$ cat src/rtl/lcal_pkg.sv
// Purpose: Constants and types for the limit check and alert logic
// Assumes: 20 MHz system clock, 16-bit registers on an 8-bit address
// Notes: Offsets and bit positions shared by design and bench
package lcal_pkg;
  localparam int unsigned CLK_NS = 50;
  localparam int unsigned NUM_CH = 11;
  localparam int unsigned NUM_LIM = 14;
  localparam int unsigned REVISIT_NS = 18_000_000;
  localparam int unsigned SLOT_CYC = REVISIT_NS / (NUM_CH * CLK_NS);
  localparam int unsigned REPEAT_LSB_MS = 10_000;
  localparam int unsigned REPEAT_LSB_CYC =
    REPEAT_LSB_MS * (1_000_000 / CLK_NS);

  // Register addresses
  localparam logic [7:0] ADDR_CTL = 8'h00;
  localparam logic [7:0] ADDR_SHUNT = 8'h01;
  localparam logic [7:0] ADDR_CAPFB = 8'h02;
  localparam logic [7:0] ADDR_REPEAT = 8'h03;
  localparam logic [7:0] ADDR_MON_MASK = 8'h04;
  localparam logic [7:0] ADDR_MON_STATUS = 8'h05;
  localparam logic [7:0] ADDR_ALARM_MASK = 8'h06;
  localparam logic [7:0] ADDR_ALARM_CLEAR = 8'h07;
  localparam logic [7:0] ADDR_ALARM = 8'h08;
  localparam logic [7:0] ADDR_CELL_COUNT = 8'h09;
  localparam logic [7:0] ADDR_LIMIT_BASE = 8'h10;
  localparam logic [7:0] ADDR_MEAS_BASE = 8'h20;

  // Control register fields
  localparam int unsigned CTL_START = 0;
  localparam int unsigned CTL_AUX_BUF = 1;
  localparam int unsigned CTL_CAP_SCALE = 2;

  // Monitor status fields
  localparam int unsigned MON_CAP_RUN = 0;
  localparam int unsigned MON_ESR_RUN = 1;
  localparam int unsigned MON_CAP_DONE = 2;
  localparam int unsigned MON_ESR_DONE = 3;
  localparam int unsigned MON_CAP_FAIL = 4;
  localparam int unsigned MON_ESR_FAIL = 5;
  localparam int unsigned MON_WAIT = 6;
  localparam int unsigned MON_W = 7;

  // Alarm bits; even bits below-limit checks except noted
  localparam int unsigned AL_CELL_LOW = 0;
  localparam int unsigned AL_CELL_HIGH = 1;
  localparam int unsigned AL_AUX_LOW = 2;
  localparam int unsigned AL_AUX_HIGH = 3;
  localparam int unsigned AL_VIN_LOW = 4;
  localparam int unsigned AL_VIN_HIGH = 5;
  localparam int unsigned AL_STACK_LOW = 6;
  localparam int unsigned AL_STACK_HIGH = 7;
  localparam int unsigned AL_VOUT_LOW = 8;
  localparam int unsigned AL_VOUT_HIGH = 9;
  localparam int unsigned AL_IIN_HIGH = 10;
  localparam int unsigned AL_ICHG_LOW = 11;
  localparam int unsigned AL_TEMP_COLD = 12;
  localparam int unsigned AL_TEMP_HOT = 13;

  // Channel order of the converter scan
  localparam logic [3:0] CH_CELL4 = 4'h3;
  localparam logic [3:0] CH_AUX = 4'h4;
  localparam logic [3:0] CH_VIN = 4'h5;
  localparam logic [3:0] CH_STACK = 4'h6;
  localparam logic [3:0] CH_VOUT = 4'h7;
  localparam logic [3:0] CH_IIN = 4'h8;
  localparam logic [3:0] CH_ICHG = 4'h9;
  localparam logic [3:0] CH_TEMP = 4'ha;

  // Reset values
  localparam logic [15:0] SHUNT_RST = 16'h3999;
  localparam logic [15:0] CAPFB_RST = 16'h0000;

  // Alert response
  localparam logic [6:0] ARA_ADDR = 7'h0c;
  localparam logic [6:0] DEV_ADDR = 7'h09;

  typedef struct packed {
    logic wr;
    logic rd;
    logic [7:0] addr;
    logic [15:0] data;
  } lcal_bus_req_t;
endpackage

$ cat src/rtl/lcal_alert_top.sv
// Purpose: Limit checking, alarm latches, monitor events and alert line
// Assumes: scl/sda/straps/shunt flags asynchronous; adcData same clock
// Notes: Alert response handled by a sampled bus responder
//
// Operation
// Masked rising edge of a monitor status bit pulls alert low
// Capacitor monitor sets and clears its status bits during a test
// All limit checks and alarm enables off after reset
// Enabled limit beyond level sets alarm bit and pulls alert low
// One converter visits eleven channels, each about every 18 ms
// After answering alert response, release alert until new excess
// Writing one to alarm-clear bit resets that latched alarm
// Writing zero to alarm-enable bit disables it and clears alarm
// Alarm register returns every set and uncleared alarm
// Own levels per voltage; all cells share one pair
// Input current checked against high limit
// Charge current checked against low limit
// Die temperature checked against cold and hot levels
// Aux buffer enable bit routes aux input through buffer
// Aux input has low and high alarms with own enables
// Shunt level writable, resets to code for 2.7 V
// Feedback reference resets to 1.2 V code, host writable
// Cap/ESR test starts on request, repeats if period nonzero
// Cell count register reports straps, high strap upper bit
// Any active shunt lowers charging current; code does so only while shunt level is nonzero
// Converter runs freely, storing each channel's latest sample
// 16-bit registers on 8-bit addresses, word access only
// Answer alert address with own address, lowest wins
// Start bit self-clears at test start; period LSB is 10 s
// Shunt level zero disables all shunt regulators
// Open-drain alert held from event until arbitration won
//
// The address-and-strobe port and the register offsets were decided locally.
`timescale 1ns/100ps
`default_nettype none
module lcal_alert_top #(
  parameter int unsigned SLOT_CYCLES = lcal_pkg::SLOT_CYC,
  parameter int unsigned REPEAT_CYCLES = lcal_pkg::REPEAT_LSB_CYC,
  parameter logic [15:0] CAPFB_INIT = lcal_pkg::CAPFB_RST
) (
  input wire logic clk,
  input wire logic arst_n,
  input wire lcal_pkg::lcal_bus_req_t busReq,
  output logic [15:0] busRdata,
  input wire logic [15:0] adcData,
  output logic [3:0] adcChannel,
  input wire logic capPhaseDone,
  input wire logic capPhaseFail,
  input wire logic esrPhaseDone,
  input wire logic esrPhaseFail,
  output logic capTestRun,
  output logic esrTestRun,
  input wire logic cellCountStrapLow,
  input wire logic cellCountStrapHigh,
  input wire logic [3:0] shuntActive,
  output logic shuntEnable,
  output logic chargeReduce,
  output logic [15:0] shuntLevel,
  output logic [15:0] capFbLevel,
  output logic auxBufferEnable,
  output logic capScaleSmall,
  input wire logic sclIn,
  input wire logic sdaIn,
  output logic sdaOut,
  output logic sdaOe,
  output logic alertOut,
  output logic alertOe
);
  import lcal_pkg::*;

  typedef enum logic [1:0] {TS_IDLE, TS_CAP, TS_ESR} lcal_test_t;
  typedef enum logic [2:0] {
    AS_IDLE, AS_ADDR, AS_ACK, AS_SEND, AS_SKIP
  } lcal_ara_t;

  logic [2:0] ctl_reg;
  logic [15:0] shunt_reg, capFb_reg, repeat_reg;
  logic [MON_W-1:0] monMask_reg, mon_reg, monPrev_reg;
  logic [NUM_LIM-1:0] alarmMask_reg, alarm_reg, alarm_next;
  logic [15:0] limit_reg [NUM_LIM];
  logic [15:0] meas_reg [NUM_CH];
  logic [1:0] cellCount_reg;
  logic [3:0] chan_reg;
  logic [31:0] slot_reg, repTick_reg;
  logic [15:0] repCount_reg;
  logic sampleTick, testBegin, repeatDue;
  logic [NUM_LIM-1:0] exceed, newSet;
  logic [MON_W-1:0] monEvent;
  logic alert_reg, araWon;
  lcal_test_t test_reg;
  lcal_ara_t ara_reg;
  logic [1:0] sclSync, sdaSync, strapSync;
  logic [3:0] shuntMeta, shuntSync;
  logic sclPrev, sdaPrev, sclRise, sclFall, busStart, busStop;
  logic [7:0] shift_reg;
  logic [3:0] bitCnt_reg;
  logic araMatch_reg, sdaLow_reg;

  function automatic logic [3:0] limitChannel(input int unsigned b);
    unique case (b)
      AL_AUX_LOW, AL_AUX_HIGH: limitChannel = CH_AUX;
      AL_VIN_LOW, AL_VIN_HIGH: limitChannel = CH_VIN;
      AL_STACK_LOW, AL_STACK_HIGH: limitChannel = CH_STACK;
      AL_VOUT_LOW, AL_VOUT_HIGH: limitChannel = CH_VOUT;
      AL_IIN_HIGH: limitChannel = CH_IIN;
      AL_ICHG_LOW: limitChannel = CH_ICHG;
      AL_TEMP_COLD, AL_TEMP_HOT: limitChannel = CH_TEMP;
      default: limitChannel = 4'hf;
    endcase
  endfunction

  function automatic logic isWrite(input lcal_bus_req_t r,
                                   input logic [7:0] a);
    isWrite = r.wr && (r.addr == a);
  endfunction

  // Slot timer and channel scan
  assign sampleTick = (slot_reg == 32'(SLOT_CYCLES - 1));
  always_ff @(posedge clk or negedge arst_n) begin
    if (!arst_n) begin
      slot_reg <= 32'h0;
      chan_reg <= 4'h0;
    end else if (sampleTick) begin
      slot_reg <= 32'h0;
      chan_reg <= (chan_reg == 4'(NUM_CH - 1)) ? 4'h0 : chan_reg + 4'h1;
    end else begin
      slot_reg <= slot_reg + 32'h1;
    end
  end
  assign adcChannel = chan_reg;

  always_ff @(posedge clk or negedge arst_n) begin
    if (!arst_n) begin
      for (int i = 0; i < NUM_CH; i++) meas_reg[i] <= 16'h0;
    end else if (sampleTick) begin
      meas_reg[chan_reg] <= adcData;
    end
  end

  // Limit comparison of the sample just stored
  always_comb begin
    exceed = '0;
    for (int b = 0; b < NUM_LIM; b++) begin
      logic hit, isHigh, onChan;
      hit = 1'b0;
      onChan = 1'b0;
      isHigh = (b[0] == 1'b1) ^ (b == AL_IIN_HIGH) ^ (b == AL_ICHG_LOW);
      if (b == AL_IIN_HIGH) isHigh = 1'b1;
      if (b == AL_ICHG_LOW) isHigh = 1'b0;
      if (b <= AL_CELL_HIGH) onChan = (chan_reg <= CH_CELL4);
      else onChan = (chan_reg == limitChannel(b));
      if (isHigh) hit = $signed(adcData) > $signed(limit_reg[b]);
      else hit = $signed(adcData) < $signed(limit_reg[b]);
      exceed[b] = sampleTick && onChan && hit && alarmMask_reg[b];
    end
  end
  assign newSet = exceed & ~alarm_reg;

  // Alarm latches; a fresh excess wins over a clear
  always_comb begin
    alarm_next = alarm_reg;
    if (isWrite(busReq, ADDR_ALARM_CLEAR))
      alarm_next = alarm_next & ~busReq.data[NUM_LIM-1:0];
    if (isWrite(busReq, ADDR_ALARM_MASK))
      alarm_next = alarm_next & busReq.data[NUM_LIM-1:0];
    alarm_next = alarm_next | exceed;
  end
  always_ff @(posedge clk or negedge arst_n) begin
    if (!arst_n) alarm_reg <= '0;
    else alarm_reg <= alarm_next;
  end

  // Host-written configuration
  always_ff @(posedge clk or negedge arst_n) begin
    if (!arst_n) begin
      ctl_reg <= 3'h0;
      shunt_reg <= SHUNT_RST;
      capFb_reg <= CAPFB_INIT;
      repeat_reg <= 16'h0;
      monMask_reg <= '0;
      alarmMask_reg <= '0;
      for (int i = 0; i < NUM_LIM; i++) limit_reg[i] <= 16'h0;
    end else begin
      if (isWrite(busReq, ADDR_CTL)) ctl_reg <= busReq.data[2:0];
      else if (testBegin) ctl_reg[CTL_START] <= 1'b0;
      if (isWrite(busReq, ADDR_SHUNT)) shunt_reg <= busReq.data;
      if (isWrite(busReq, ADDR_CAPFB)) capFb_reg <= busReq.data;
      if (isWrite(busReq, ADDR_REPEAT)) repeat_reg <= busReq.data;
      if (isWrite(busReq, ADDR_MON_MASK))
        monMask_reg <= busReq.data[MON_W-1:0];
      if (isWrite(busReq, ADDR_ALARM_MASK))
        alarmMask_reg <= busReq.data[NUM_LIM-1:0];
      for (int i = 0; i < NUM_LIM; i++)
        if (isWrite(busReq, ADDR_LIMIT_BASE + 8'(i)))
          limit_reg[i] <= busReq.data;
    end
  end

  // Read port, data valid the cycle after the strobe
  always_ff @(posedge clk or negedge arst_n) begin
    if (!arst_n) begin
      busRdata <= 16'h0;
    end else if (busReq.rd) begin
      busRdata <= 16'h0;
      unique case (busReq.addr)
        ADDR_CTL: busRdata <= {13'h0, ctl_reg};
        ADDR_SHUNT: busRdata <= shunt_reg;
        ADDR_CAPFB: busRdata <= capFb_reg;
        ADDR_REPEAT: busRdata <= repeat_reg;
        ADDR_MON_MASK: busRdata <= 16'(monMask_reg);
        ADDR_MON_STATUS: busRdata <= 16'(mon_reg);
        ADDR_ALARM_MASK: busRdata <= 16'(alarmMask_reg);
        ADDR_ALARM: busRdata <= 16'(alarm_reg);
        ADDR_CELL_COUNT: busRdata <= {14'h0, cellCount_reg};
        default: begin
          for (int i = 0; i < NUM_LIM; i++)
            if (busReq.addr == ADDR_LIMIT_BASE + 8'(i))
              busRdata <= limit_reg[i];
          for (int i = 0; i < NUM_CH; i++)
            if (busReq.addr == ADDR_MEAS_BASE + 8'(i))
              busRdata <= meas_reg[i];
        end
      endcase
    end
  end

  // Capacitance and ESR test sequencing
  assign testBegin = (test_reg == TS_IDLE) &&
    (ctl_reg[CTL_START] || repeatDue);
  always_ff @(posedge clk or negedge arst_n) begin
    if (!arst_n) begin
      test_reg <= TS_IDLE;
      mon_reg <= '0;
    end else begin
      unique case (test_reg)
        TS_IDLE: if (testBegin) begin
          test_reg <= TS_CAP;
          mon_reg <= '0;
          mon_reg[MON_CAP_RUN] <= 1'b1;
        end
        TS_CAP: if (capPhaseFail) begin
          test_reg <= TS_IDLE;
          mon_reg[MON_CAP_RUN] <= 1'b0;
          mon_reg[MON_CAP_FAIL] <= 1'b1;
          mon_reg[MON_ESR_FAIL] <= 1'b1;
        end else if (capPhaseDone) begin
          test_reg <= TS_ESR;
          mon_reg[MON_CAP_RUN] <= 1'b0;
          mon_reg[MON_CAP_DONE] <= 1'b1;
          mon_reg[MON_ESR_RUN] <= 1'b1;
        end
        TS_ESR: if (esrPhaseFail || esrPhaseDone) begin
          test_reg <= TS_IDLE;
          mon_reg[MON_ESR_RUN] <= 1'b0;
          mon_reg[MON_ESR_FAIL] <= esrPhaseFail;
          mon_reg[MON_ESR_DONE] <= !esrPhaseFail;
        end
        default: test_reg <= TS_IDLE;
      endcase
      if (test_reg != TS_IDLE || testBegin) mon_reg[MON_WAIT] <= 1'b0;
      else mon_reg[MON_WAIT] <= (repeat_reg != 16'h0);
    end
  end
  assign capTestRun = (test_reg == TS_CAP);
  assign esrTestRun = (test_reg == TS_ESR);

  // Repeat timer counts 10 s units after a test ends
  always_ff @(posedge clk or negedge arst_n) begin
    if (!arst_n) begin
      repTick_reg <= 32'h0;
      repCount_reg <= 16'h0;
    end else if (test_reg != TS_IDLE || repeat_reg == 16'h0) begin
      repTick_reg <= 32'h0;
      repCount_reg <= 16'h0;
    end else if (repTick_reg == 32'(REPEAT_CYCLES - 1)) begin
      repTick_reg <= 32'h0;
      repCount_reg <= repCount_reg + 16'h1;
    end else begin
      repTick_reg <= repTick_reg + 32'h1;
    end
  end
  assign repeatDue = (repeat_reg != 16'h0) && (repCount_reg >= repeat_reg);

  always_ff @(posedge clk or negedge arst_n) begin
    if (!arst_n) monPrev_reg <= '0;
    else monPrev_reg <= mon_reg;
  end
  assign monEvent = mon_reg & ~monPrev_reg & monMask_reg;

  // Alert line: set on any event, released only on a won response
  always_ff @(posedge clk or negedge arst_n) begin
    if (!arst_n) alert_reg <= 1'b0;
    else if ((|newSet) || (|monEvent)) alert_reg <= 1'b1;
    else if (araWon) alert_reg <= 1'b0;
  end
  assign alertOut = 1'b0;
  assign alertOe = alert_reg;

  // Pin synchronisers
  always_ff @(posedge clk or negedge arst_n) begin
    if (!arst_n) begin
      sclSync <= 2'b11;
      sdaSync <= 2'b11;
      strapSync <= 2'b00;
      shuntMeta <= 4'h0;
      shuntSync <= 4'h0;
      sclPrev <= 1'b1;
      sdaPrev <= 1'b1;
      cellCount_reg <= 2'b00;
    end else begin
      sclSync <= {sclSync[0], sclIn};
      sdaSync <= {sdaSync[0], sdaIn};
      strapSync <= {cellCountStrapHigh, cellCountStrapLow};
      shuntMeta <= shuntActive;
      shuntSync <= shuntMeta;
      sclPrev <= sclSync[1];
      sdaPrev <= sdaSync[1];
      cellCount_reg <= strapSync;
    end
  end
  assign sclRise = sclSync[1] && !sclPrev;
  assign sclFall = !sclSync[1] && sclPrev;
  assign busStart = sclSync[1] && sclPrev && sdaPrev && !sdaSync[1];
  assign busStop = sclSync[1] && sclPrev && !sdaPrev && sdaSync[1];

  // Alert response responder with bitwise arbitration
  always_ff @(posedge clk or negedge arst_n) begin
    if (!arst_n) begin
      ara_reg <= AS_IDLE;
      shift_reg <= 8'h0;
      bitCnt_reg <= 4'h0;
      araMatch_reg <= 1'b0;
      sdaLow_reg <= 1'b0;
      araWon <= 1'b0;
    end else begin
      araWon <= 1'b0;
      if (busStop) begin
        ara_reg <= AS_IDLE;
        sdaLow_reg <= 1'b0;
      end else if (busStart) begin
        ara_reg <= AS_ADDR;
        bitCnt_reg <= 4'h0;
        araMatch_reg <= 1'b0;
        sdaLow_reg <= 1'b0;
      end else begin
        unique case (ara_reg)
          AS_IDLE, AS_SKIP: sdaLow_reg <= 1'b0;
          AS_ADDR: begin
            if (sclRise) begin
              shift_reg <= {shift_reg[6:0], sdaSync[1]};
              bitCnt_reg <= bitCnt_reg + 4'h1;
              if (bitCnt_reg == 4'h7)
                araMatch_reg <= alert_reg &&
                  ({shift_reg[6:0], sdaSync[1]} == {ARA_ADDR, 1'b1});
            end else if (sclFall && bitCnt_reg == 4'h8) begin
              ara_reg <= araMatch_reg ? AS_ACK : AS_SKIP;
              sdaLow_reg <= araMatch_reg;
            end
          end
          AS_ACK: if (sclFall) begin
            ara_reg <= AS_SEND;
            bitCnt_reg <= 4'h0;
            sdaLow_reg <= !DEV_ADDR[6];
          end
          AS_SEND: begin
            if (sclRise) begin
              if (!sdaLow_reg && !sdaSync[1]) begin
                ara_reg <= AS_SKIP;
                sdaLow_reg <= 1'b0;
              end else begin
                bitCnt_reg <= bitCnt_reg + 4'h1;
                araWon <= (bitCnt_reg == 4'h7);
              end
            end else if (sclFall) begin
              if (bitCnt_reg < 4'h7) sdaLow_reg <= !DEV_ADDR[3'(6 - bitCnt_reg)];
              else if (bitCnt_reg == 4'h7) sdaLow_reg <= 1'b1;
              else begin
                sdaLow_reg <= 1'b0;
                ara_reg <= AS_SKIP;
              end
            end
          end
          default: ara_reg <= AS_IDLE;
        endcase
      end
    end
  end
  assign sdaOut = 1'b0;
  assign sdaOe = sdaLow_reg;

  // Analog control outputs
  assign shuntEnable = (shunt_reg != 16'h0);
  assign chargeReduce = shuntEnable && (|shuntSync);
  assign shuntLevel = shunt_reg;
  assign capFbLevel = capFb_reg;
  assign auxBufferEnable = ctl_reg[CTL_AUX_BUF];
  assign capScaleSmall = ctl_reg[CTL_CAP_SCALE];

  AST_NO_ALARM_UNMASKED: assert property (@(posedge clk) disable iff (!arst_n)
    (alarmMask_reg == '0) |=> (alarm_reg & ~$past(alarm_reg)) == '0)
    else $error("alarm set while all enables off");
  AST_ALARM_LATCH: assert property (@(posedge clk) disable iff (!arst_n)
    (|newSet) |=> ((alarm_reg & $past(newSet)) == $past(newSet))
      && alertOe)
    else $error("excess did not latch alarm and alert");
  AST_MON_ALERT: assert property (@(posedge clk) disable iff (!arst_n)
    (|monEvent) |=> alertOe)
    else $error("masked monitor edge did not alert");
  AST_RELEASE: assert property (@(posedge clk) disable iff (!arst_n)
    (araWon && !(|newSet) && !(|monEvent)) |=> !alertOe)
    else $error("alert not released after response");
  AST_CLEAR: assert property (@(posedge clk) disable iff (!arst_n)
    (isWrite(busReq, ADDR_ALARM_CLEAR) && exceed == '0)
      |=> (alarm_reg & $past(busReq.data[NUM_LIM-1:0])) == '0)
    else $error("alarm clear ignored");
  AST_MASK_CLEAR: assert property (@(posedge clk) disable iff (!arst_n)
    isWrite(busReq, ADDR_ALARM_MASK)
      |=> (alarm_reg & ~alarmMask_reg & ~$past(exceed)) == '0)
    else $error("disabled alarm still set");
  AST_READ_ALARM: assert property (@(posedge clk) disable iff (!arst_n)
    (busReq.rd && busReq.addr == ADDR_ALARM)
      |=> busRdata == 16'($past(alarm_reg)))
    else $error("alarm read mismatch");
  AST_START_CLEARS: assert property (@(posedge clk) disable iff (!arst_n)
    (testBegin && !busReq.wr) |=> !ctl_reg[CTL_START] && capTestRun)
    else $error("start bit not cleared at test start");
  AST_SCAN: assert property (@(posedge clk) disable iff (!arst_n)
    sampleTick |=> meas_reg[$past(chan_reg)] == $past(adcData)
      && chan_reg != $past(chan_reg))
    else $error("scan did not store and advance");
endmodule // lcal_alert_top
`default_nettype wire

$ cat config.mk
export PLATFORM = sky130hd
export DESIGN_NAME = lcal_alert_top
export DESIGN_NICKNAME = d
export VERILOG_FILES = /design/src/rtl/lcal_pkg.sv /design/src/rtl/lcal_alert_top.sv
export SDC_FILE = /design/constraint.sdc
export NUM_CORES = 1
export LEC_CHECK = 0
export BUFFER_PORTS_ARGS = -buffer_cell sky130_fd_sc_hd__clkbuf_2
export CORE_MARGIN = 1
export CORE_UTILIZATION = 32
export DETAILED_ROUTE_END_ITERATION = 8
export PLACE_DENSITY = 0.45
export SYNTH_ARGS = -nofsm -noshare
export SYNTH_HDL_FRONTEND = slang
export SYNTH_SLANG_ARGS = --single-unit
$ cat constraint.sdc
create_clock -name clk -period 6.2 [get_ports clk]
set_input_delay 0.62 -clock clk [delete_from_list [all_inputs] [get_ports clk]]
set_output_delay 0.62 -clock clk [all_outputs]
set_load 0.02 [all_outputs]
==> results by group, run 1 <==
Outcome
  • Status: finished, final reports clean

Setup path
  • Cells on worst reg2reg path: 11
  • Crit Path Max Fanout: 10
  • WS Path Type: register to register
  • Arrival time worst endpoint: 4.49 ns
  • Req. time, crit path: 6.79 ns
  • Crit path capture type: register
  • CP startpoint kind: register

Power and ir drop
  • Sw Share: 28.5%
  • Reg power frac: 43.6%
  • Switch Pwr: 2.98 mW
  • VDD IR-drop max: 0.172 mV
  • Clock share of power: 44.6%
  • P_int: 7.48 mW
  • Leak: 17.8 nW
  • Pwr Density: 262 nW/um2
  • Combinational share of power: 11.8%

Clock network
  • Setup Buffers After CTS: 0
  • Root Driver: clkbuf_16
  • Max H-tree Level: 3
  • Clock buffer depth: 3
  • CTS tree: yes
  • Worst-path clk slew: 0.06 ns
  • Worst skew pair latency: 0.66 ns
  • Post-cts sizing count: 0
  • Num Clock Sinks: 638
  • TritonCTS buffer count: 79

Drt
  • Iter 0 DRT Violations: 2200
  • Detailed-route via count: 27.5k
  • Pre-Repair DR Iteration Count: 7
  • Final WL: 141000 um
  • Antenna Violating Nets Remaining: 0
  • Mean routed wirelength per cell: 28.5 um
  • DR vias/cell: 5.56
  • Drc violations: 0

STA
  • Final hold slack: 0.0471 ns
  • Setup TNS: 0 ns
  • Slew headroom: 14.1%
  • Min Clock Period, post-route: 3.90 ns
  • Max-slew violations: 0
  • FMAX: 256 MHz
  • RSZ-0062 raised after global routing: false
  • # setup viols final: 0
  • Final hold violations: 0
  • Setup Skew: 0.0150 ns
  • Least-Margin Pin Slew: 1.26 ns
  • Final worst-path cycle share: 62.9%

Layout
  • Layout cell share with drive strength beyond 1: 22.2%
  • Cell area after layout: 40000 um2
  • Area delta synth->final: 14.0%
  • Max reg flops: 224
  • Nets: 3768

Place
  • Port Buf Inserts: 115
  • DP HPWL: 99900 um
  • DP Area: 37400 um2
  • GP Congestion: 0.947

Floorplan
  • Die W: 333 um
  • # IOs: 118
  • Die area: 111000 um2
  • Initial Util: 32.2%
  • Core ar.: 109000 um2
  • Rows: 121
  • Die Y-Extent: 333 um

Synthesis
  • Top_reg_cell synth: dfrtp_1
  • Yosys reg bits: 638
  • Post-synthesis cell type count: 82
  • Post-Syn Instances: 3369
  • Synthesized area per cell: 10.4 um2
  • Post-synth EDFFs: 0
  • Ys async rst share: 100%
  • Synth warn: 0
  • Register area share after synthesis: 45.6%
  • Synth Cell Area: 35000 um2

Global route
  • GRT Total Usage: 25.3%
  • GRT Residual Overflow: 0
  • Initial antenna violation count: 9
  • First-pass GRT wire length: 204000 um
  • Pin count of the biggest net entering global routing: 157
  • Number of global-route vias before repair: 27.4k

Min path
  • Hold Path Depth: 1
  • Hold crit path type: input port to register

Job
  • # Max-Cap Violations: 0
==> logic make-up (layout without fill, tap and decap cells) <==
group | after synthesis | after routing | synth area share [%]
and+or+nand+nor | 918 | 918 | 12.5
DFF | 638 | 638 | 45.6
AOI/OAI and AO/OA | 619 | 619 | 12.2
buffers and inverters | 439 | 597 | 4.75
muxes | 436 | 436 | 14.3
adders and majority gates | 246 | 246 | 8.78
xor gates and xnor gates | 72 | 72 | 1.80
other | 1 | 5 | 0.0107
==> routing by layer <==
| metal | vias up | track usage [%] | share of wire, % |
|---|---|---|---|
| li1 | 12300 | - | - |
| met1 | 14100 | 33.3 | 43 |
| met2 | 862 | 42.1 | 47 |
| met3 | 243 | 3.69 | 5.3 |
| met4 | 4 | 9.34 | 3.9 |
| met5 | - | 0 | 0.016 |
==> cells in the mapped netlist (8+ instances only) <==
cell | n | share of area [%]
a2111oi_0 | 14 | 0.35
a211oi_1 | 23 | 0.49
a21o_1 | 30 | 0.64
a21oi_1 | 92 | 1.3
a221oi_1 | 24 | 0.60
a222oi_1 | 21 | 0.60
a22o_1 | 17 | 0.42
a22oi_1 | 61 | 1.3
a31oi_1 | 13 | 0.23
and2_1 | 11 | 0.20
and3_1 | 24 | 0.43
and4_1 | 10 | 0.25
buf_1 | 10 | 0.11
buf_2 | 8 | 0.11
clkbuf_1 | 141 | 1.5
dfrtp_1 | 624 | 45
dfstp_2 | 14 | 1.0
ha_1 | 246 | 8.8
inv_1 | 277 | 3.0
mux2_2 | 410 | 13
mux2i_1 | 14 | 0.40
mux4_2 | 12 | 0.77
nand2_1 | 339 | 3.6
nand2b_1 | 25 | 0.45
nand3_1 | 104 | 1.5
nand4_1 | 59 | 1.1
nor2_1 | 189 | 2.0
nor2b_1 | 18 | 0.32
nor3_1 | 47 | 0.67
nor4_1 | 27 | 0.48
o2111ai_1 | 14 | 0.35
o211ai_1 | 29 | 0.62
o21a_1 | 12 | 0.26
o21ai_0 | 150 | 2.1
o221a_2 | 11 | 0.35
o221ai_1 | 15 | 0.37
o22ai_1 | 28 | 0.50
o31ai_1 | 8 | 0.17
or3_1 | 19 | 0.34
xnor2_1 | 31 | 0.77
xor2_1 | 41 | 1.0
==> layout by cell type (no fill, tap or decap), types with 15 or more instances in the layout <==
master | Yosys | layout
a211oi_1 | 23 | 23
a21o_1 | 30 | 30
a21oi_1 | 92 | 92
a221oi_1 | 24 | 24
a222oi_1 | 21 | 21
a22o_1 | 17 | 17
a22oi_1 | 61 | 61
and3_1 | 24 | 24
buf_4 | 2 | 57
clkbuf_1 | 141 | 23
clkbuf_16 | 0 | 83
clkbuf_2 | 0 | 114
clkinv_2 | 0 | 17
dfrtp_1 | 624 | 624
ha_1 | 246 | 246
inv_1 | 277 | 277
mux2_2 | 410 | 410
nand2_1 | 339 | 339
nand2b_1 | 25 | 25
nand3_1 | 104 | 104
nand4_1 | 59 | 59
nor2_1 | 189 | 186
nor2b_1 | 18 | 18
nor3_1 | 47 | 36
nor4_1 | 27 | 25
o211ai_1 | 29 | 29
o21ai_0 | 150 | 150
o221ai_1 | 15 | 15
o22ai_1 | 28 | 28
or3_1 | 19 | 19
xnor2_1 | 31 | 31
xor2_1 | 41 | 41
==> area by class of cell <==
type	instances	area, um2
clock buffer	118	2330
antenna	3	7.51
timing repair buffer	176	1080
fill	11000	68700
clock inverter	25	229
inverter	278	1040
multi-input combinational	2293	17500
sequential	638	16000
tap	1414	1770
==> power groups by stage <==
stage	Combinational, mW	Sequential (mW)	Clock (mW)
after global placement	1.23	4.63	0
after floorplan	0.694	4.55	0
after CTS	1.24	4.56	4.77
after global routing	1.37	4.58	4.91
final	1.24	4.56	4.67
after detailed placement	1.24	4.63	0
==> worst max-delay path, stage by stage, from the launching register on <==
cell       delay [ns]
dfrtp_1          0.42
inv_1            0.07
ha_1             0.13
nor4b_2          0.24
nand4_1          0.35
or4_1            0.79
nor3_4           0.66
buf_4            0.33
o2111ai_1        0.26
o41ai_1          0.31
nor3_1           0.11
nand3_1          0.14
==> metrics by stage <==
step	cells	power, mW	worst slack (ns)	utilization (%)
2_1_floorplan	3370	5.24	3.40	-
3_3_place_gp	4798	5.86	1.50	34.4
3_5_place_dp	4798	5.87	1.81	34.4
4_1_cts	4942	10.6	2.39	36.7
5_1_grt	4943	10.9	2.26	36.8
6_report	4945	10.5	2.30	36.8
==> timing repair <==
item / in CTS / in global routing
setup endpoints to repair: 0 / 0
hold buffers: 1 / 0
endpoints found under the hold margin: 64 / 0
==> worst paths after layout <==
check	from	endpoint	slack, ns
max	slot_reg[0]	alertOe	2.30
max in group asynchronous	arst_n	meas_reg[154]	4.03
min reg2reg	shuntMeta[0]	shuntSync[0]	0.35
max reg2reg	slot_reg[0]	alertOe	2.30
min	sclIn	sclSync[0]	0.05
min in group asynchronous	arst_n	limit_reg[212]	0.52
Note: power is estimated with default switching activity, not from simulation.
==> inputs of run 2 (changes only) <==
--- a/config.mk
+++ b/config.mk
@@ -9,7 +9,7 @@
 export CORE_MARGIN = 1
 export CORE_UTILIZATION = 32
 export DETAILED_ROUTE_END_ITERATION = 8
-export PLACE_DENSITY = 0.45
+export PLACE_DENSITY = 0.46
 export SYNTH_ARGS = -nofsm -noshare
 export SYNTH_HDL_FRONTEND = slang
 export SYNTH_SLANG_ARGS = --single-unit
==> constraint.sdc (replaced) <==
create_clock -name clk -period 3.23 [get_ports clk]
set_input_delay 0.323 -clock clk [delete_from_list [all_inputs] [get_ports clk]]
set_output_delay 0.323 -clock clk [all_outputs]
set_load 0.02 [all_outputs]
==> run 2 against run 1 <==
Wire length decreased by 0.72%. Clock skew increased by 0.012 ns. Final area increased by 4.8%. Sequential power increased by 91%. Hold slack got worse by 0.0041 ns. Critical endpoint unchanged. Flip-flop and latch count unchanged. Sequential share of layout area decreased by 1.8 points. Largest cell class unchanged. Critical path type unchanged.
==> results by group, run 2 (same netlist as run 1, synthesis figures left out) <==
STA
  • Final hold violations: 0
  • Final worst-path cycle share: 93.6%
  • Setup TNS: 0 ns
  • Slew headroom: 22.7%
  • Min Clock Period, post-route: 3.02 ns
  • FMAX: 331 MHz
  • Final hold slack: 0.0430 ns
  • RSZ-0062 raised after global routing: false
  • Least-Margin Pin Slew: 1.16 ns
  • Setup Skew: 0.0271 ns
  • Max-slew violations: 0
  • Final WS setup: 0.208 ns
  • # setup viols final: 0

Setup path
  • Crit Reg-Reg Endpoint: alertOe
  • Delay-heaviest family, CP: simple AND/OR/NAND/NOR gates
  • Most frequent cell on the critical path: buf_4
  • Worst r2r src: slot_reg[17]
  • Crit path capture type: register
  • Reg-to-reg setup timing slack: 0.21 ns
  • Arrival time worst endpoint: 3.60 ns
  • CP startpoint kind: register
  • Cells on worst reg2reg path: 10
  • Crit path largest cell delay: 0.58 ns
  • Crit Path Max Fanout: 17
  • CP max-delay cell: or4_1
  • Req. time, crit path: 3.81 ns
  • Cells along the critical path: nor4_1, nand4_1, buf_4, or4_1, buf_4, nor2_2, buf_12, o2111ai_1, o32a_1, nand3_1
  • Worst Path Buf+Inv: 3
  • WS Path Type: register to register

Min path
  • HP Start: capPhaseDone
  • End of the worst hold path: mon_reg[2]
  • Hold crit path type: input port to register
  • Hold Path Depth: 3

Clock network
  • CTS tree: yes
  • Max H-tree Level: 3
  • Post-CTS Hold Fix Bufs: 11
  • Root Driver: clkbuf_16
  • Post-cts sizing count: 0
  • Worst skew pair latency: 0.67 ns
  • Num Clock Sinks: 638
  • TritonCTS buffer count: 80
  • Worst-path clk slew: 0.06 ns
  • Clock buffer depth: 3
  • Setup Buffers After CTS: 0

Floorplan
  • Die W: 333 um
  • Die Y-Extent: 333 um
  • # IOs: 118
  • Initial Util: 32.2%
  • Rows: 121
  • Die area: 111000 um2
  • Core ar.: 109000 um2

Drt
  • Iter 0 DRT Violations: 2543
  • Mean routed wirelength per cell: 27.2 um
  • Detailed-route via count: 28.2k
  • Drc violations: 0
  • Antenna Violating Nets Remaining: 0
  • Pre-Repair DR Iteration Count: 7
  • Final WL: 140000 um
  • DR vias/cell: 5.49

Place
  • GP Congestion: 0.971
  • DP Area: 39100 um2
  • DP HPWL: 103000 um
  • Pre-CTS setup slack: 0.0641 ns
  • Port Buf Inserts: 115
  • Placed cell count: 4988

Layout
  • Commonest non-fill, non-tap cell in the layout: dfrtp_1
  • Area delta synth->final: 19.5%
  • Multi-input logic area: 17500 um2
  • Fin cells: 5144
  • Fillers: 10.9k
  • Util after Layout: 38.5%
  • Register Area: 16000 um2
  • Cell area after layout: 41900 um2
  • Nets: 3969
  • Max reg flops: 224
  • Most frequent cells in the layout: dfrtp_1 (624), mux2_2 (410), nand2_1 (339), inv_1 (277), ha_1 (246)
  • Layout cell share with drive strength beyond 1: 26.3%

Global route
  • Pin count of the biggest net entering global routing: 92
  • GRT Residual Overflow: 0
  • Number of global-route vias before repair: 28.1k
  • First-pass GRT wire length: 204000 um
  • GRT Total Usage: 25.3%
  • Initial antenna violation count: 12

Power and ir drop
  • Sw Share: 28.4%
  • Pwr Density: 487 nW/um2
  • Combinational share of power: 12.4%
  • Leak: 18.9 nW
  • Switch Pwr: 5.78 mW
  • Tot Pwr: 20.4 mW
  • Clock share of power: 44.8%
  • VDD IR-drop max: 0.346 mV
  • Reg power frac: 42.8%
  • P_int: 14.6 mW

Outcome
  • Status: finished, final reports clean

Job
  • # Max-Cap Violations: 0
## run 2: cell count changes in the layout (fill, tap and decap cells not counted), sizes merged
cell / before / now
buf: 61 / 251
clkbuf: 232 / 222
dlygate4sd3: 1 / 11
clkinv: 19 / 25
clkinvlp: 1 / 4
bufinv: 3 / 5
diode: 3 / 2
inv: 280 / 279
## run 2: power by group through the flow
stage	clock network, mW	registers (mW)	logic [mW]
floorplan	0	8.73	1.33
global placement	0	8.87	2.48
detailed placement	0	8.87	2.49
CTS	9.33	8.73	2.53
global route	9.65	8.77	2.78
finish	9.13	8.73	2.52
## run 2: how the worst max path moves through the flow
| stage | startpoint | endpoint | slack (ns) | depth (start not counted) |
|---|---|---|---|---|
| 3_3_place_gp | busReq[23] | busRdata[7] | 0.03 | 12 |
| 5_1_grt | slot_reg[27] | alertOe | 0.009 | 9 |
| 6_report | slot_reg[17] | alertOe | 0.21 | 10 |
| 4_1_cts | slot_reg[17] | alertOe | 0.17 | 10 |
| 3_5_place_dp | busReq[23] | busRdata[7] | 0.06 | 12 |
| 2_1_floorplan | slot_reg[0] | alertOe | 0.56 | 11 |
## run 2: worst min-delay path: cells and delay by family
kind / cells / cell delay (ns)
buffers and inverters: 1 / 0.11
AOI/OAI and AO/OA: 2 / 0.21
## run 2: cell type report
| class | count | area share [%] |
|---|---|---|
| flip-flops and latches | 638 | 38.2 |
| diodes | 2 | 0.0119 |
| inverters | 278 | 2.49 |
| clock inverters | 35 | 0.866 |
| multi-input cells | 2293 | 41.7 |
| repair buffers | 376 | 7.07 |
| well taps | 1414 | 4.22 |
| clock buffers | 108 | 5.44 |
## run 2: layer usage
| layer | vias up | GRT usage, % | routed length [um] |
|---|---|---|---|
| met5 | - | 0 | 11 |
| met4 | 2 | 10.1 | 6040 |
| met3 | 242 | 3.53 | 7530 |
| met2 | 868 | 40.7 | 64800 |
| met1 | 14400 | 34.0 | 61700 |
| li1 | 12800 | - | - |
==> inputs of run 3 (changes only) <==
==> constraint.sdc (replaced) <==
create_clock -name clk -period 3.23 [get_ports clk]
set_input_delay 0.646 -clock clk [delete_from_list [all_inputs] [get_ports clk]]
set_output_delay 0.646 -clock clk [all_outputs]
set_load 0.02 [all_outputs]
==> run 3 against run 2 <==
The run now ends with negative hold slack, negative setup slack left. Clock skew increased by 0.0037 ns. Die area unchanged. Utilization rose by 0.14 points.
==> results by group, run 3 (same netlist as run 1, synthesis figures left out) <==
Outcome
  • Status: finished with violations
  • Violated checks: negative hold slack, negative setup slack

Clock network
  • Root Driver: clkbuf_16
  • Clock buffer depth: 3
  • Num Clock Sinks: 638
  • Post-cts sizing count: 0
  • Worst skew pair latency: 0.67 ns
  • Setup Buffers After CTS: 0
  • Post-CTS Hold Fix Bufs: 0
  • Worst-path clk slew: 0.06 ns
  • CTS tree: yes
  • TritonCTS buffer count: 80
  • Max H-tree Level: 3

Setup path
  • WS Path Type: input port to register
  • CP startpoint kind: input port
  • Arrival time worst endpoint: 3.79 ns
  • Crit Path Max Fanout: 12
  • Crit path capture type: register
  • Req. time, crit path: 3.76 ns

STA
  • Max-slew violations: 0
  • Final WS setup: -0.0250 ns
  • Min Clock Period, post-route: 3.26 ns
  • Final hold slack: -0.00652 ns
  • Setup TNS: -0.0253 ns
  • Slew headroom: 27.3%
  • Final hold violations: 2
  • # setup viols final: 2
  • Least-Margin Pin Slew: 1.09 ns
  • Setup Skew: 0.0307 ns
  • Final worst-path cycle share: 101%
  • RSZ-0062 raised after global routing: false
  • FMAX: 307 MHz

Drt
  • DR vias/cell: 5.49
  • Antenna Violating Nets Remaining: 0
  • Drc violations: 0
  • Mean routed wirelength per cell: 27.4 um
  • Detailed-route via count: 28.3k
  • Pre-Repair DR Iteration Count: 7
  • Final WL: 141000 um
  • Iter 0 DRT Violations: 2318

Power and ir drop
  • Leak: 18.9 nW
  • VDD IR-drop max: 0.343 mV
  • Pwr Density: 489 nW/um2

Layout
  • Fin cells: 5149
  • Area delta synth->final: 19.9%
  • Fillers: 10.8k
  • Layout cell share with drive strength beyond 1: 26.5%
  • Register Area: 16000 um2
  • Cell area after layout: 42000 um2
  • Commonest non-fill, non-tap cell in the layout: dfrtp_1
  • Max reg flops: 224
  • Nets: 3974
  • N_diodes: 0
  • Most frequent cells in the layout: dfrtp_1 (624), mux2_2 (410), nand2_1 (339), inv_1 (277), ha_1 (246)
  • Multi-input logic area: 17500 um2

Job
  • # Max-Cap Violations: 0

Global route
  • First-pass GRT wire length: 206000 um
  • GRT Residual Overflow: 0
  • Gr busiest metal: met2
  • Initial antenna violation count: 9
  • GRT met2 Usage: 41.3%
  • Number of global-route vias before repair: 28.4k
  • GRT met1 Usage: 34.0%
  • GRT Total Usage: 25.5%
  • Met3 usage: 3.87%
  • Pin count of the biggest net entering global routing: 69

Floorplan
  • Rows: 121
  • # IOs: 118
  • Core ar.: 109000 um2
  • Die Y-Extent: 333 um
  • Initial Util: 32.2%
  • Die area: 111000 um2
  • Die W: 333 um

Place
  • DP Area: 39400 um2
  • Pre-CTS setup slack: -0.443 ns
  • GP Congestion: 0.963
  • DP HPWL: 103000 um
  • Port Buf Inserts: 115
  • Placed cell count: 5004

Min path
  • Hold crit path type: input port to asynchronous set/reset pin
[run 3: changes by cell type in the layout (fill, tap and decap cells not counted), sizes merged]
cell	previous run	this run
bufinv	5	7
diode	2	0
clkbuf	222	229
dlygate4sd3	11	0
clkinv	25	20
clkinvlp	4	2
buf	251	267
[run 3: power breakdown]
group / leakage (nW) / internal [mW] / switching (mW)
combinational: 9.28 / 0.916 / 1.62
sequential: 8.34 / 8.35 / 0.383
clock: 1.31 / 5.50 / 3.77
[run 3: worst paths after layout]
check	start	cells after the start	slack, ns	end
setup / recovery	busReq[16]	12	-0.03	busRdata[11]
hold / removal	arst_n	1	-0.007	ara_reg[0]
setup reg to reg	limit_reg[4]	9	0.20	alertOe
hold reg to reg	shuntMeta[0]	0	0.34	shuntSync[0]
max in group asynchronous	arst_n	2	2.27	meas_reg[140]
min in group clk	sclIn	1	0.08	sclSync[0]
[run 3: layer usage]
layer | routed length, um | up-vias
li1 | - | 12700
met1 | 62000 | 14400
met2 | 65300 | 892
met3 | 7380 | 269
met4 | 6180 | 0
met5 | 0 | -
[run 3: worst max-delay path: stages]
cell and delay (ns):
clkbuf_2 0.17, buf_12 0.16, or2_2 0.23, buf_4 0.26, nor3_2 0.09, buf_4 0.18, a22oi_1 0.54, nand4_1 0.19
a21oi_1 0.59, o21ai_0 0.31, a311oi_1 0.33, nor2_1 0.07
[run 3: cell type report]
class,count,area share (%)
Clock inverter,30,0.920
Clock buffer,115,5.44
Multi-Input combinational cell,2293,41.6
Timing Repair Buffer,381,7.33
Inverter,278,2.48
Tap cell,1414,4.21
Sequential cell,638,38.0
[run 3: through the flow]
step           power [mW]  util [%]
2_1_floorplan        10.1         -
3_3_place_gp         11.4      36.2
3_5_place_dp         11.4      36.2
4_1_cts              20.7      38.7
5_1_grt              21.3      38.7
6_report             20.5      38.7
